File: src/prot_switch_params.svh
// register offsets, reset values and timing counts of the protection switch block
`ifndef PROT_SWITCH_PARAMS_SVH
`define PROT_SWITCH_PARAMS_SVH
`define OFS_SWITCH_CFG 12'h000
`define OFS_DEBOUNCE 12'h004
`define OFS_PROT_EN_A 12'h008
`define OFS_COMMAND 12'h00C
`define OFS_STATE 12'h010
`define OFS_SAFETY 12'h014
`define OFS_IRQ_STATUS 12'h018
`define OFS_IRQ_MASK 12'h01C
`define BIT_RECOVERY_ALLOW 0
`define BIT_AUTO_DEFAULT 2
`define BIT_SERIES_MODE 3
`define BIT_IDLE_HOLD 4
`define BIT_ON_ALLOW 5
`define BIT_OFF_ALLOW 6
`define BIT_DETECT_EN 7
`define RST_SWITCH_CFG 8'h18
`define RST_DEBOUNCE 8'h01
`define RST_PROT_EN_A 8'hA1
`define STEP_MS 100
`define CLK_KHZ 10000
`define STEP_CYCLES (`STEP_MS * `CLK_KHZ)
`endif

File: src/prot_switch_pkg.sv
// types of the protection switch block
package prot_switch_pkg;
   typedef enum logic [3:0] {
      cmd_none = 4'h0,
      cmd_auto_toggle = 4'h1,
      cmd_chg_off = 4'h2,
      cmd_chg_on = 4'h3,
      cmd_dsg_off = 4'h4,
      cmd_dsg_on = 4'h5,
      cmd_recover = 4'h6,
      cmd_edit_enter = 4'h7,
      cmd_edit_exit = 4'h8
   } cmd_code_t;
   typedef enum logic [1:0] {
      st_run = 2'b01,
      st_edit = 2'b10
   } mode_t;
   typedef struct packed {
      logic chg;
      logic dsg;
   } switch_pair_t;
endpackage : prot_switch_pkg

File: src/protection_switch_config.sv
// register bank and switch control of the battery protection switches
//
// Function
// - idle-hold 0 turns charge switch off at low current
// - body-diode protection re-enables charge switch
// - series mode setting enables body-diode protection
// - series mode: body-diode current turns switch on
// - stored autonomous default loaded on edit exit
// - active autonomous state reported, host toggles it
// - test mode: switches on only by command or body-diode current
// - body-diode protection still works in test mode
// - autonomous mode accepts commands, gated by allows
// - recovery in locked state needs permission bit
// - debounce count in 100 ms steps, default 1
// - safety flag set only when protection enabled
// - switch masks, not enables, choose switch action
// - enable mask bit map, reset 0xA1
// - switch-off and switch-on allows gate host commands
// - charge detector runs only when enabled
//
// Our own choices: the APB slave port and the register offsets.
`timescale 1ns/1ps
`include "prot_switch_params.svh"

module protection_switch_config
   import prot_switch_pkg::*;
#(
   parameter int STEP_CYCLES = `STEP_CYCLES
) (
   // apb slave
   input wire logic pclk,
   input wire logic presetn,
   input wire logic psel,
   input wire logic penable,
   input wire logic pwrite,
   input wire logic [11:0] paddr,
   input wire logic [31:0] pwdata,
   output logic [31:0] prdata,
   output logic pready,
   output logic pslverr,
   // pack conditions
   input wire logic current_low,
   input wire switch_pair_t body_diode_current,
   input wire logic [7:0] fault_detect_a,
   input wire switch_pair_t fault_switch_off,
   input wire logic locked_security_state,
   input wire logic charge_detect_raw,
   // switch drivers and status
   output switch_pair_t switch_drive,
   output logic charge_detect_filtered,
   output logic recovery_pulse,
   output logic irq
);

   // refused at elaboration: a zero step would never close a debounce period
   if (STEP_CYCLES < 1) begin : g_step_check
      $error("STEP_CYCLES must be at least one");
   end

   // ==========================================================
   // register state
   logic [7:0] switch_cfg;
   logic [7:0] charge_detect_debounce;
   logic [7:0] protection_enable_a;
   logic [7:0] safety_status_a;
   logic [1:0] irq_status;
   logic [1:0] irq_mask;
   logic autonomous_switch_ctrl;
   switch_pair_t host_cmd_on;
   mode_t mode;
   logic wr;
   logic rd;
   logic cmd_wr;
   cmd_code_t cmd;
   logic recover_ok;
   logic recover_bad;

   function automatic logic hit(input logic [11:0] a, input logic [11:0] ofs);
      hit = (a == ofs);
   endfunction : hit

   assign wr = psel && penable && pwrite && pready;
   assign rd = psel && !penable && !pwrite;
   assign cmd_wr = wr && hit(paddr, `OFS_COMMAND);
   assign cmd = cmd_code_t'(pwdata[3:0]);
   assign recover_ok = cmd_wr && (cmd == cmd_recover)
      && (!locked_security_state || switch_cfg[`BIT_RECOVERY_ALLOW]);
   assign recover_bad = cmd_wr && (cmd == cmd_recover) && !recover_ok;

   // ==========================================================
   // apb handshake: no wait state, answer in access phase
   always_ff @(posedge pclk or negedge presetn) begin
      if (!presetn) begin
         pready <= 1'b0;
      end else begin
         pready <= psel && !penable;
      end
   end

   always_ff @(posedge pclk or negedge presetn) begin
      if (!presetn) begin
         prdata <= 32'h0000_0000;
         pslverr <= 1'b0;
      end else if (psel && !penable) begin
         pslverr <= 1'b0;
         prdata <= 32'h0000_0000;
         if (rd) begin
            case (paddr)
               `OFS_SWITCH_CFG: prdata <= {24'h000000, switch_cfg};
               `OFS_DEBOUNCE: prdata <= {24'h000000, charge_detect_debounce};
               `OFS_PROT_EN_A: prdata <= {24'h000000, protection_enable_a};
               `OFS_COMMAND: prdata <= 32'h0000_0000;
               `OFS_STATE: prdata <= {27'h0, charge_detect_filtered, mode == st_edit,
                  autonomous_switch_ctrl, switch_drive.chg, switch_drive.dsg};
               `OFS_SAFETY: prdata <= {24'h000000, safety_status_a};
               `OFS_IRQ_STATUS: prdata <= {30'h0, irq_status};
               `OFS_IRQ_MASK: prdata <= {30'h0, irq_mask};
               default: pslverr <= 1'b1;
            endcase
         end else if (!(hit(paddr, `OFS_SWITCH_CFG) || hit(paddr, `OFS_DEBOUNCE)
               || hit(paddr, `OFS_PROT_EN_A) || hit(paddr, `OFS_COMMAND)
               || hit(paddr, `OFS_SAFETY) || hit(paddr, `OFS_IRQ_STATUS)
               || hit(paddr, `OFS_IRQ_MASK))) begin
            pslverr <= 1'b1;
         end
      end
   end

   // ==========================================================
   // settings, writable only in edit mode so a live pack is not disturbed
   always_ff @(posedge pclk or negedge presetn) begin
      if (!presetn) begin
         switch_cfg <= `RST_SWITCH_CFG;
         charge_detect_debounce <= `RST_DEBOUNCE;
         protection_enable_a <= `RST_PROT_EN_A;
      end else if (wr && mode == st_edit) begin
         if (hit(paddr, `OFS_SWITCH_CFG)) begin
            switch_cfg <= pwdata[7:0];
         end
         if (hit(paddr, `OFS_DEBOUNCE)) begin
            charge_detect_debounce <= pwdata[7:0];
         end
         if (hit(paddr, `OFS_PROT_EN_A)) begin
            protection_enable_a <= pwdata[7:0];
         end
      end
   end

   // ==========================================================
   // edit mode and autonomous control
   always_ff @(posedge pclk or negedge presetn) begin
      if (!presetn) begin
         mode <= st_run;
      end else if (cmd_wr) begin
         case (mode)
            st_run: begin
               if (cmd == cmd_edit_enter) begin
                  mode <= st_edit;
               end
            end
            st_edit: begin
               if (cmd == cmd_edit_exit) begin
                  mode <= st_run;
               end
            end
            default: mode <= st_run;
         endcase
      end
   end

   always_ff @(posedge pclk or negedge presetn) begin
      if (!presetn) begin
         autonomous_switch_ctrl <= 1'b0;
      end else if (cmd_wr && mode == st_edit && cmd == cmd_edit_exit) begin
         autonomous_switch_ctrl <= switch_cfg[`BIT_AUTO_DEFAULT];
      end else if (cmd_wr && cmd == cmd_auto_toggle) begin
         autonomous_switch_ctrl <= !autonomous_switch_ctrl;
      end
   end

   // ==========================================================
   // host switch commands
   always_ff @(posedge pclk or negedge presetn) begin
      if (!presetn) begin
         host_cmd_on <= '{chg: 1'b0, dsg: 1'b0};
      end else if (cmd_wr) begin
         // test mode obeys every command; autonomous mode checks the allows
         case (cmd)
            cmd_chg_on: begin
               if (!autonomous_switch_ctrl || switch_cfg[`BIT_ON_ALLOW]) begin
                  host_cmd_on.chg <= 1'b1;
               end
            end
            cmd_dsg_on: begin
               if (!autonomous_switch_ctrl || switch_cfg[`BIT_ON_ALLOW]) begin
                  host_cmd_on.dsg <= 1'b1;
               end
            end
            cmd_chg_off: begin
               if (!autonomous_switch_ctrl || switch_cfg[`BIT_OFF_ALLOW]) begin
                  host_cmd_on.chg <= 1'b0;
               end
            end
            cmd_dsg_off: begin
               if (!autonomous_switch_ctrl || switch_cfg[`BIT_OFF_ALLOW]) begin
                  host_cmd_on.dsg <= 1'b0;
               end
            end
            default: host_cmd_on <= host_cmd_on;
         endcase
      end
   end

   // ==========================================================
   // switch drivers
   switch_pair_t next_drive;
   logic host_forced_off_chg;
   logic host_forced_off_dsg;
   logic diode_en;
   assign host_forced_off_chg = autonomous_switch_ctrl && switch_cfg[`BIT_OFF_ALLOW] && !host_cmd_on.chg;
   assign host_forced_off_dsg = autonomous_switch_ctrl && switch_cfg[`BIT_OFF_ALLOW] && !host_cmd_on.dsg;
   assign diode_en = switch_cfg[`BIT_SERIES_MODE];

   always_comb begin
      if (autonomous_switch_ctrl) begin
         // masks decide the action, not the enables
         next_drive.chg = !fault_switch_off.chg && !host_forced_off_chg
            && !(current_low && !switch_cfg[`BIT_IDLE_HOLD]);
         next_drive.dsg = !fault_switch_off.dsg && !host_forced_off_dsg;
      end else begin
         next_drive = host_cmd_on;
      end
      // body-diode current overrides idle-off and test mode
      if (diode_en && body_diode_current.chg) begin
         next_drive.chg = 1'b1;
      end
      if (diode_en && body_diode_current.dsg) begin
         next_drive.dsg = 1'b1;
      end
   end

   always_ff @(posedge pclk or negedge presetn) begin
      if (!presetn) begin
         switch_drive <= '{chg: 1'b0, dsg: 1'b0};
      end else begin
         switch_drive <= next_drive;
      end
   end

   // ==========================================================
   // safety flags; set wins over recovery clear
   logic [7:0] enabled_fault;
   logic [7:0] next_safety;
   assign enabled_fault = fault_detect_a & protection_enable_a;
   assign next_safety = (recover_ok ? 8'h00 : safety_status_a) | enabled_fault;

   always_ff @(posedge pclk or negedge presetn) begin
      if (!presetn) begin
         safety_status_a <= 8'h00;
      end else begin
         safety_status_a <= next_safety;
      end
   end

   always_ff @(posedge pclk or negedge presetn) begin
      if (!presetn) begin
         recovery_pulse <= 1'b0;
      end else begin
         recovery_pulse <= recover_ok;
      end
   end

   // ==========================================================
   // charge detect debounce
   logic [7:0] step_count;
   localparam int TICK_W = $clog2(STEP_CYCLES + 1);
   logic [TICK_W-1:0] tick_count;
   logic tick_done;
   logic detect_in;
   assign detect_in = charge_detect_raw && switch_cfg[`BIT_DETECT_EN];
   // raw input taken as synchronous to pclk; no synchroniser here
   assign tick_done = (tick_count == TICK_W'(STEP_CYCLES - 1));

   always_ff @(posedge pclk or negedge presetn) begin
      if (!presetn) begin
         tick_count <= '0;
         step_count <= 8'h00;
         charge_detect_filtered <= 1'b0;
      end else if (!switch_cfg[`BIT_DETECT_EN]) begin
         tick_count <= '0;
         step_count <= 8'h00;
         charge_detect_filtered <= 1'b0;
      end else if (charge_detect_debounce == 8'h00) begin
         charge_detect_filtered <= detect_in;
      end else if (detect_in == charge_detect_filtered) begin
         // any bounce restarts the whole period
         tick_count <= '0;
         step_count <= 8'h00;
      end else if (tick_done) begin
         tick_count <= '0;
         if (step_count + 8'h01 >= charge_detect_debounce) begin
            step_count <= 8'h00;
            charge_detect_filtered <= detect_in;
         end else begin
            step_count <= step_count + 8'h01;
         end
      end else begin
         tick_count <= tick_count + 1'b1;
      end
   end

   // ==========================================================
   // interrupts: 0 safety fault, 1 recovery refused
   logic [1:0] irq_event;
   logic [1:0] irq_clear;
   logic [1:0] next_irq_status;
   assign irq_event = {recover_bad, |enabled_fault};
   assign irq_clear = (wr && hit(paddr, `OFS_IRQ_STATUS)) ? pwdata[1:0] : 2'b00;
   assign next_irq_status = (irq_status & ~irq_clear) | irq_event; // set wins over clear

   always_ff @(posedge pclk or negedge presetn) begin
      if (!presetn) begin
         irq_status <= 2'b00;
      end else begin
         irq_status <= next_irq_status;
      end
   end

   always_ff @(posedge pclk or negedge presetn) begin
      if (!presetn) begin
         irq_mask <= 2'b00;
      end else if (wr && hit(paddr, `OFS_IRQ_MASK)) begin
         irq_mask <= pwdata[1:0];
      end
   end

   always_ff @(posedge pclk or negedge presetn) begin
      if (!presetn) begin
         irq <= 1'b0;
      end else begin
         irq <= |(next_irq_status & irq_mask);
      end
   end

endmodule : protection_switch_config

File: config.mk
export PLATFORM = sky130hd
export DESIGN_NAME = protection_switch_config
export DESIGN_NICKNAME = d
export VERILOG_FILES = /design/src/prot_switch_pkg.sv /design/src/protection_switch_config.sv
export VERILOG_INCLUDE_DIRS = /design/src
export SDC_FILE = /design/constraint.sdc
export NUM_CORES = 1
export LEC_CHECK = 0
export ABC_AREA = 1
export BUFFER_PORTS_ARGS = -buffer_cell sky130_fd_sc_hd__buf_2
export CAP_MARGIN = 20
export CORE_MARGIN = 8
export CORE_UTILIZATION = 40
export CTS_CLUSTER_SIZE = 24
export DETAILED_ROUTE_END_ITERATION = 6
export GPL_TIMING_DRIVEN = 0
export PLACE_DENSITY = 0.69
export SYNTH_ARGS = -nofsm -noshare
export SYNTH_HDL_FRONTEND = slang
export SYNTH_SLANG_ARGS = --single-unit
File: constraint.sdc
create_clock -name pclk -period 2.1 [get_ports pclk]
set_clock_uncertainty 0.05 [all_clocks]
set_input_delay 0.315 -clock pclk [delete_from_list [all_inputs] [get_ports pclk]]
set_output_delay 0.315 -clock pclk [all_outputs]
set_load 0.05 [all_outputs]
# After elaboration in Yosys (flattened, before gate mapping)
# Cells that the tools add are included.
[totals] ff_bits=108 inputBits=64 out_inout_bits=39 word_cells=155
[classes] addsub=2 magnitude_cmp=1 n_eq_ne=30 mux=33 bitwise=6 n_reduce_logical=63
[op_table] op="20-bit 2-to-1 mux" n=4
[op_table] op="8-bit 2-to-1 mux" n=7
[op_table] op="8-bit one-hot mux with 7 select lines" n=1
[op_table] op="12-bit by 5-bit == test with 1-bit output (second input constant)" n=4
[op_table] op="1-bit logical AND" n=25
[op_table] op="12-bit by 4-bit == test with 1-bit output (second input constant)" n=2
[op_table] op="20-bit by 1-bit adder with 20-bit output (second input constant)" n=1
[op_table] op="20-bit == test (second input constant)" n=1
[op_table] op="4-bit by 3-bit == test with 1-bit output (second input constant)" n=4
[op_table] op="8-bit OR reduction" n=2
[op_table] op="1-bit 2-to-1 mux" n=14
[op_table] op="1-bit logical NOT" n=13
[op_table] op="12-bit by 3-bit == test with 1-bit output (second input constant)" n=1
[op_table] op="12-bit logical NOT" n=1
[op_table] op="2-bit != test (second input constant)" n=6
[op_table] op="1-bit logical OR" n=9
[op_table] op="3-bit by 1-bit != test with 1-bit output (second input constant)" n=3
[op_table] op="8-bit by 1-bit adder with 8-bit output (second input constant)" n=1
[op_table] op="8-bit AND" n=1
[op_table] op="4-bit by 2-bit == test with 1-bit output (second input constant)" n=2
[op_table] op="8-bit greater-or-equal comparator" n=1
[op_table] op="8-bit logical NOT" n=1
[op_table] op="2-bit 2-to-1 mux" n=4
[op_table] op="8-bit bitwise OR" n=1
[op_table] op="17 further kinds" n=26

# Logic depth before layout (Yosys ltp)
[logic_depth] word_depth=11 ltp_mapped=14 ltp_nobuf=14

# Worst setup path before layout
# OpenSTA, ideal clock, no wires.
[synth_path] kind="register -> register" start="register step_count[0]" end="register charge_detect_filtered" setup_time_ns=0.119 t_arrival_ns=1.782 required_time_ns=1.931 setup_slack_ns=0.149 stages_incl_launch_ff=12 path_buffers=0 synth_period_minus_slack_ns=1.951 path_cell_list="dfrtp_1 ha_1 nand3_1 nand3b_1 xnor2_1 ha_1 nand2_1 o21a_1 nand2_1 nand2_1 nand3_1 nand2_1"
[synth_via] elab_chain_len=4
[synth_rtl] item="start: declaration" line_no="protection_switch_config.sv:275" source="logic [7:0] step_count;"
[synth_rtl] item="start signal: assignment" line_no="protection_switch_config.sv:305" source="step_count <= step_count + 8'h01;"
[synth_rtl] item="8-bit by 1-bit adder with 8-bit output" line_no="protection_switch_config.sv:301" source="if (step_count + 8'h01 >= charge_detect_debounce) begin"
[synth_rtl] item="8-bit greater-or-equal comparator" line_no="protection_switch_config.sv:301"
[synth_rtl] item="3-bit by 1-bit != test with 1-bit output (no line)"
[synth_rtl] item="3-bit AND reduction (no line)"
[synth_rtl] item="end signal: assignment" line_no="protection_switch_config.sv:294" source="charge_detect_filtered <= detect_in;"
[synth_rtl] item="end signal: assignment" line_no="protection_switch_config.sv:303" source="charge_detect_filtered <= detect_in;"
[synth_rtl] item="end: declaration" line_no="protection_switch_config.sv:50" source="output logic charge_detect_filtered,"
# Every way passes these cells.
# A chain may end at the register's enable or synchronous reset.

# Worst setup path in the final report
[layout_path] start="register step_count[2]" end="register step_count[5]"
[layout_via] elab_chain_len=7
[layout_rtl] item="8-bit by 1-bit adder with 8-bit output (*)" line_no="protection_switch_config.sv:301, protection_switch_config.sv:305"
[layout_rtl] item="8-bit greater-or-equal comparator" line_no="protection_switch_config.sv:301"
[layout_rtl] item="8-bit 2-to-1 mux (*)" line_no="protection_switch_config.sv:301"
[layout_rtl] item="8-bit 2-to-1 mux (*)" line_no="protection_switch_config.sv:299" source="end else if (tick_done) begin"
[layout_rtl] item="8-bit 2-to-1 mux (*)" line_no="protection_switch_config.sv:295" source="end else if (detect_in == charge_detect_filtered) begin"
[layout_rtl] item="8-bit 2-to-1 mux (*)" line_no="protection_switch_config.sv:293" source="end else if (charge_detect_debounce == 8'h00) begin"
[layout_rtl] item="8-bit 2-to-1 mux (*)" line_no="protection_switch_config.sv:289" source="end else if (!switch_cfg[`BIT_DETECT_EN]) begin"
# Every way passes the cells marked *; elsewhere a longest branch is shown, timed or not. The select of a mux whose other input is x is not followed.

==> flow_metrics.env <==
export IMPL_postLayoutCellArea_mm2=0.00621
export IMPL_grt_max_degree=59
export IMPL_h_tree_depth=3
export IMPL_drc_errors=0
export IMPL_min_path_type="input pin to register"
export IMPL_outcome="finished, violations left"
export IMPL_crit_fanout=8
export IMPL_yosys_area_top_type="dfrtp_1"
export IMPL_first_pass_iters=5
export IMPL_cp_end_kind="register"
export IMPL_wirelength_um=12900
export IMPL_worstPathArrival_ns=2.41
export IMPL_track_usage_pct=16.1
export IMPL_cts_sinks=84
export IMPL_crit_type="register to register"
export IMPL_synth_most_common_cell="nand2_1"
export IMPL_regToRegStartpoint="step_count[2]"
export IMPL_violations="negative setup slack"
export IMPL_rsz0062_at_grt="true"
export IMPL_fin_crit_sh_pct=104
export IMPL_grt_pass1_vias=4364
export IMPL_drv_slew=0
export IMPL_detail_route_vias_per_cell=4.83
export IMPL_die_x_um=130
export IMPL_crit_chain="nand3_2 > nor2_1 > xor2_1 > ha_1 > nand2_1 > inv_1 > nor2_1 > o21a_1 > nand2_2 > nor2_4 > buf_12 > nand3_2 > nand2_1"
export IMPL_area_growth_pct=19.7
export IMPL_worstMarginPinSlew_ns=0.672
export IMPL_relSlewSlack_pct=55.0
export IMPL_die_h_um=130
export IMPL_fp_coreArea_mm2=0.0126
export IMPL_nFillCells=1264
export IMPL_cts_buffer_depth=2
export IMPL_postRouteAntennaNets=0
export IMPL_netlist_instances=690
export IMPL_vdd_drop_max_mv=0.324
export IMPL_synthArstFlopShare_pct=100
export IMPL_dieArea_mm2=0.0169
export IMPL_ys_seq_elements=84
export IMPL_synth_area_mm2=0.00518
export IMPL_drive_above_1_share_pct=22.5
export IMPL_r2r_cells=13
export IMPL_grt_pass1_wl_um=21600
export IMPL_dpl_hpwl_um=9800
export IMPL_synth_area_per_cell_um2=7.51
export IMPL_p_leak_nw=3.18
export IMPL_cap_violations=0
export IMPL_postPlaceCellArea_mm2=0.00579
export IMPL_gr_total_overflow=0
export IMPL_crit_required_ns=2.33
export IMPL_reg2reg_setup_slack_ns=-0.08
export IMPL_synth_edf_count=0
export IMPL_yosys_warnings=0
export IMPL_slowest_delay_ns=0.42
export IMPL_clock_latency_ns=0.34
export IMPL_fmax_mhz=458
export IMPL_wire_per_inst_um=13.4
export IMPL_fin_ws_ns=-0.0819
export IMPL_cts_tree="built"
export IMPL_sequential_cell_area_mm2=0.00211
export IMPL_synth_distinct_cells=42
export IMPL_hold_viol=0
export IMPL_vias=4654
export IMPL_ios=103
export IMPL_finalPower_w=0.00344
export IMPL_synth_top_cell_area_share_pct=37.2
export IMPL_synth_commonest_cells="202 x nand2_1, 77 x dfrtp_1, 73 x inv_1"
export IMPL_drtIter0Drc=354
export IMPL_cts_buffers=9
export IMPL_num_rows=41
export IMPL_nets=860
export IMPL_setup_viol=8
export IMPL_synth_flop_cell="dfrtp_1"
export IMPL_pwr_density_cell_mw_per_mm2=555
export IMPL_cp_start_kind="register"
export IMPL_final_min_clock_period_ns=2.18
export IMPL_synth_area_leaders="dfrtp_1 37%, nand2_1 15%, nand3_1 6.6%"
export IMPL_hp_start="penable"
export IMPL_r2r_end="step_count[5]"
export IMPL_io_buffers=54
export IMPL_cp_slowest_cell="dfrtp_2"
export IMPL_yosysSeqAreaShare_pct=40.7
export IMPL_clkTransAtPathRegs_ns=0.06
export IMPL_whs_endpoint="pready"
export IMPL_multi_input_area_mm2=0.00268
export IMPL_initial_utilization_pct=41.1
export IMPL_diodes=0
export IMPL_hold_depth=2
export IMPL_gp_congestion=0.901
export IMPL_antenna_found_initial=0
export IMPL_cts_root_buf="clkbuf_16"
export IMPL_tns_ns=-0.533
state kept, by name, summed over array words and instances (netlist names):
signal / cells
step_count: 8
host_cmd_on: 2
recovery_pulse: 1
charge_detect_debounce: 8
safety_status_a: 8
irq_mask: 2
prdata: 8
mode: 2
switch_cfg: 8
charge_detect_filtered: 1
pready: 1
irq: 1
tick_count: 20
pslverr: 1
irq_status: 2
autonomous_switch_ctrl: 1
switch_drive: 2
protection_enable_a: 8
layer usage:
| layer | wire length [µm] | share of wire, % | global-route usage [%] |
|---|---|---|---|
| met1 | 6190 | 48 | 22.8 |
| met2 | 5870 | 45 | 24.2 |
| met3 | 754 | 5.8 | 3.26 |
| met4 | 115 | 0.89 | 4.51 |
| met5 | 0 | 0 | 0 |
per-stage QoR:
step                      util (%)  worst slack (ns)  std cells  hold WS (ns)
after floorplan                  -             0.149        713       -0.0306
after global placement        45.6           -0.0999        939         0.410
after detailed placement      45.9            -0.102        940         0.215
after CTS                     48.6           -0.0320        961         0.104
after global routing          49.2            -0.273        963         0.104
final                         49.2           -0.0819        963         0.108
critical path: cells and delay by family (launching register included):
family	cells	cell delay [ns]
XOR/XNOR	1	0.26
AO/OA/AOI/OAI	1	0.14
adder cells (fa/ha/maj)	1	0.30
flip-flops	1	0.42
AND/OR/NAND/NOR	8	0.77
buffers and inverters	2	0.17
report_power, final:
part	switching (W)	total (W)	internal (W)
Clock	0.000683	0.00152	0.000832
Combinational	0.000221	0.000304	0.0000828
Sequential	0.00000236	0.00163	0.00162
Total	0.000906	0.00344	0.00254
cells in the final DEF (no fill, tap or decap), drive strengths merged, types with 2 or more instances in the layout:
cell and count:
buf 94, inv 77, nand3b 6, conb 24
xor2 13, clkinvlp 2, nor3 9, nand4 13
clkbuf 11, o21ai 65, or2 3, nand2 214
nor2 78, o22ai 2, nand3 70, clkinv 5
dfstp 7, dfrtp 77, a21oi 5, ha 10
worst max-delay path by stage:
stage / end / slack [ns] / cells past startpoint / from
after floorplan: charge_detect_filtered / 0.15 / 11 / step_count[0]
after global placement: step_count[4] / -0.1 / 11 / step_count[0]
after detailed placement: step_count[5] / -0.10 / 11 / step_count[0]
after CTS: step_count[6] / -0.03 / 11 / step_count[0]
after global routing: step_count[5] / -0.27 / 13 / step_count[2]
final: step_count[5] / -0.08 / 13 / step_count[2]
repair_timing:
| item | 4_1_cts | 5_1_grt |
|---|---|---|
| pin swaps | 2 | 9 |
| resized for setup | 6 | 11 |
| endpoints found under the hold margin | 24 | 0 |
| hold buffers | 1 | 0 |
| buffers inserted | 4 | 2 |
| endpoints found under the setup margin | 9 | 9 |
cells by family after synthesis:
family	Yosys count	synth area share [%]
AO/OA/AOI/OAI	75	8.08
AND/OR/NAND/NOR	394	35.5
adder cells (fa/ha/maj)	10	2.41
other	1	0.0723
XOR/XNOR	14	2.51
flip-flops	84	40.7
buffers and inverters	112	10.7
cell type report:
| cell class | instances | share of cell area [%] |
|---|---|---|
| Multi-Input combinational cell | 517 | 43.1 |
| Timing Repair Buffer | 62 | 5.93 |
| Sequential cell | 84 | 34.0 |
| Clock buffer | 10 | 3.85 |
| Tap cell | 172 | 3.47 |
| Buffer | 34 | 4.23 |
| Clock inverter | 6 | 0.625 |
| Inverter | 78 | 4.74 |
No activity file was read; power rests on OpenSTA's default activity.
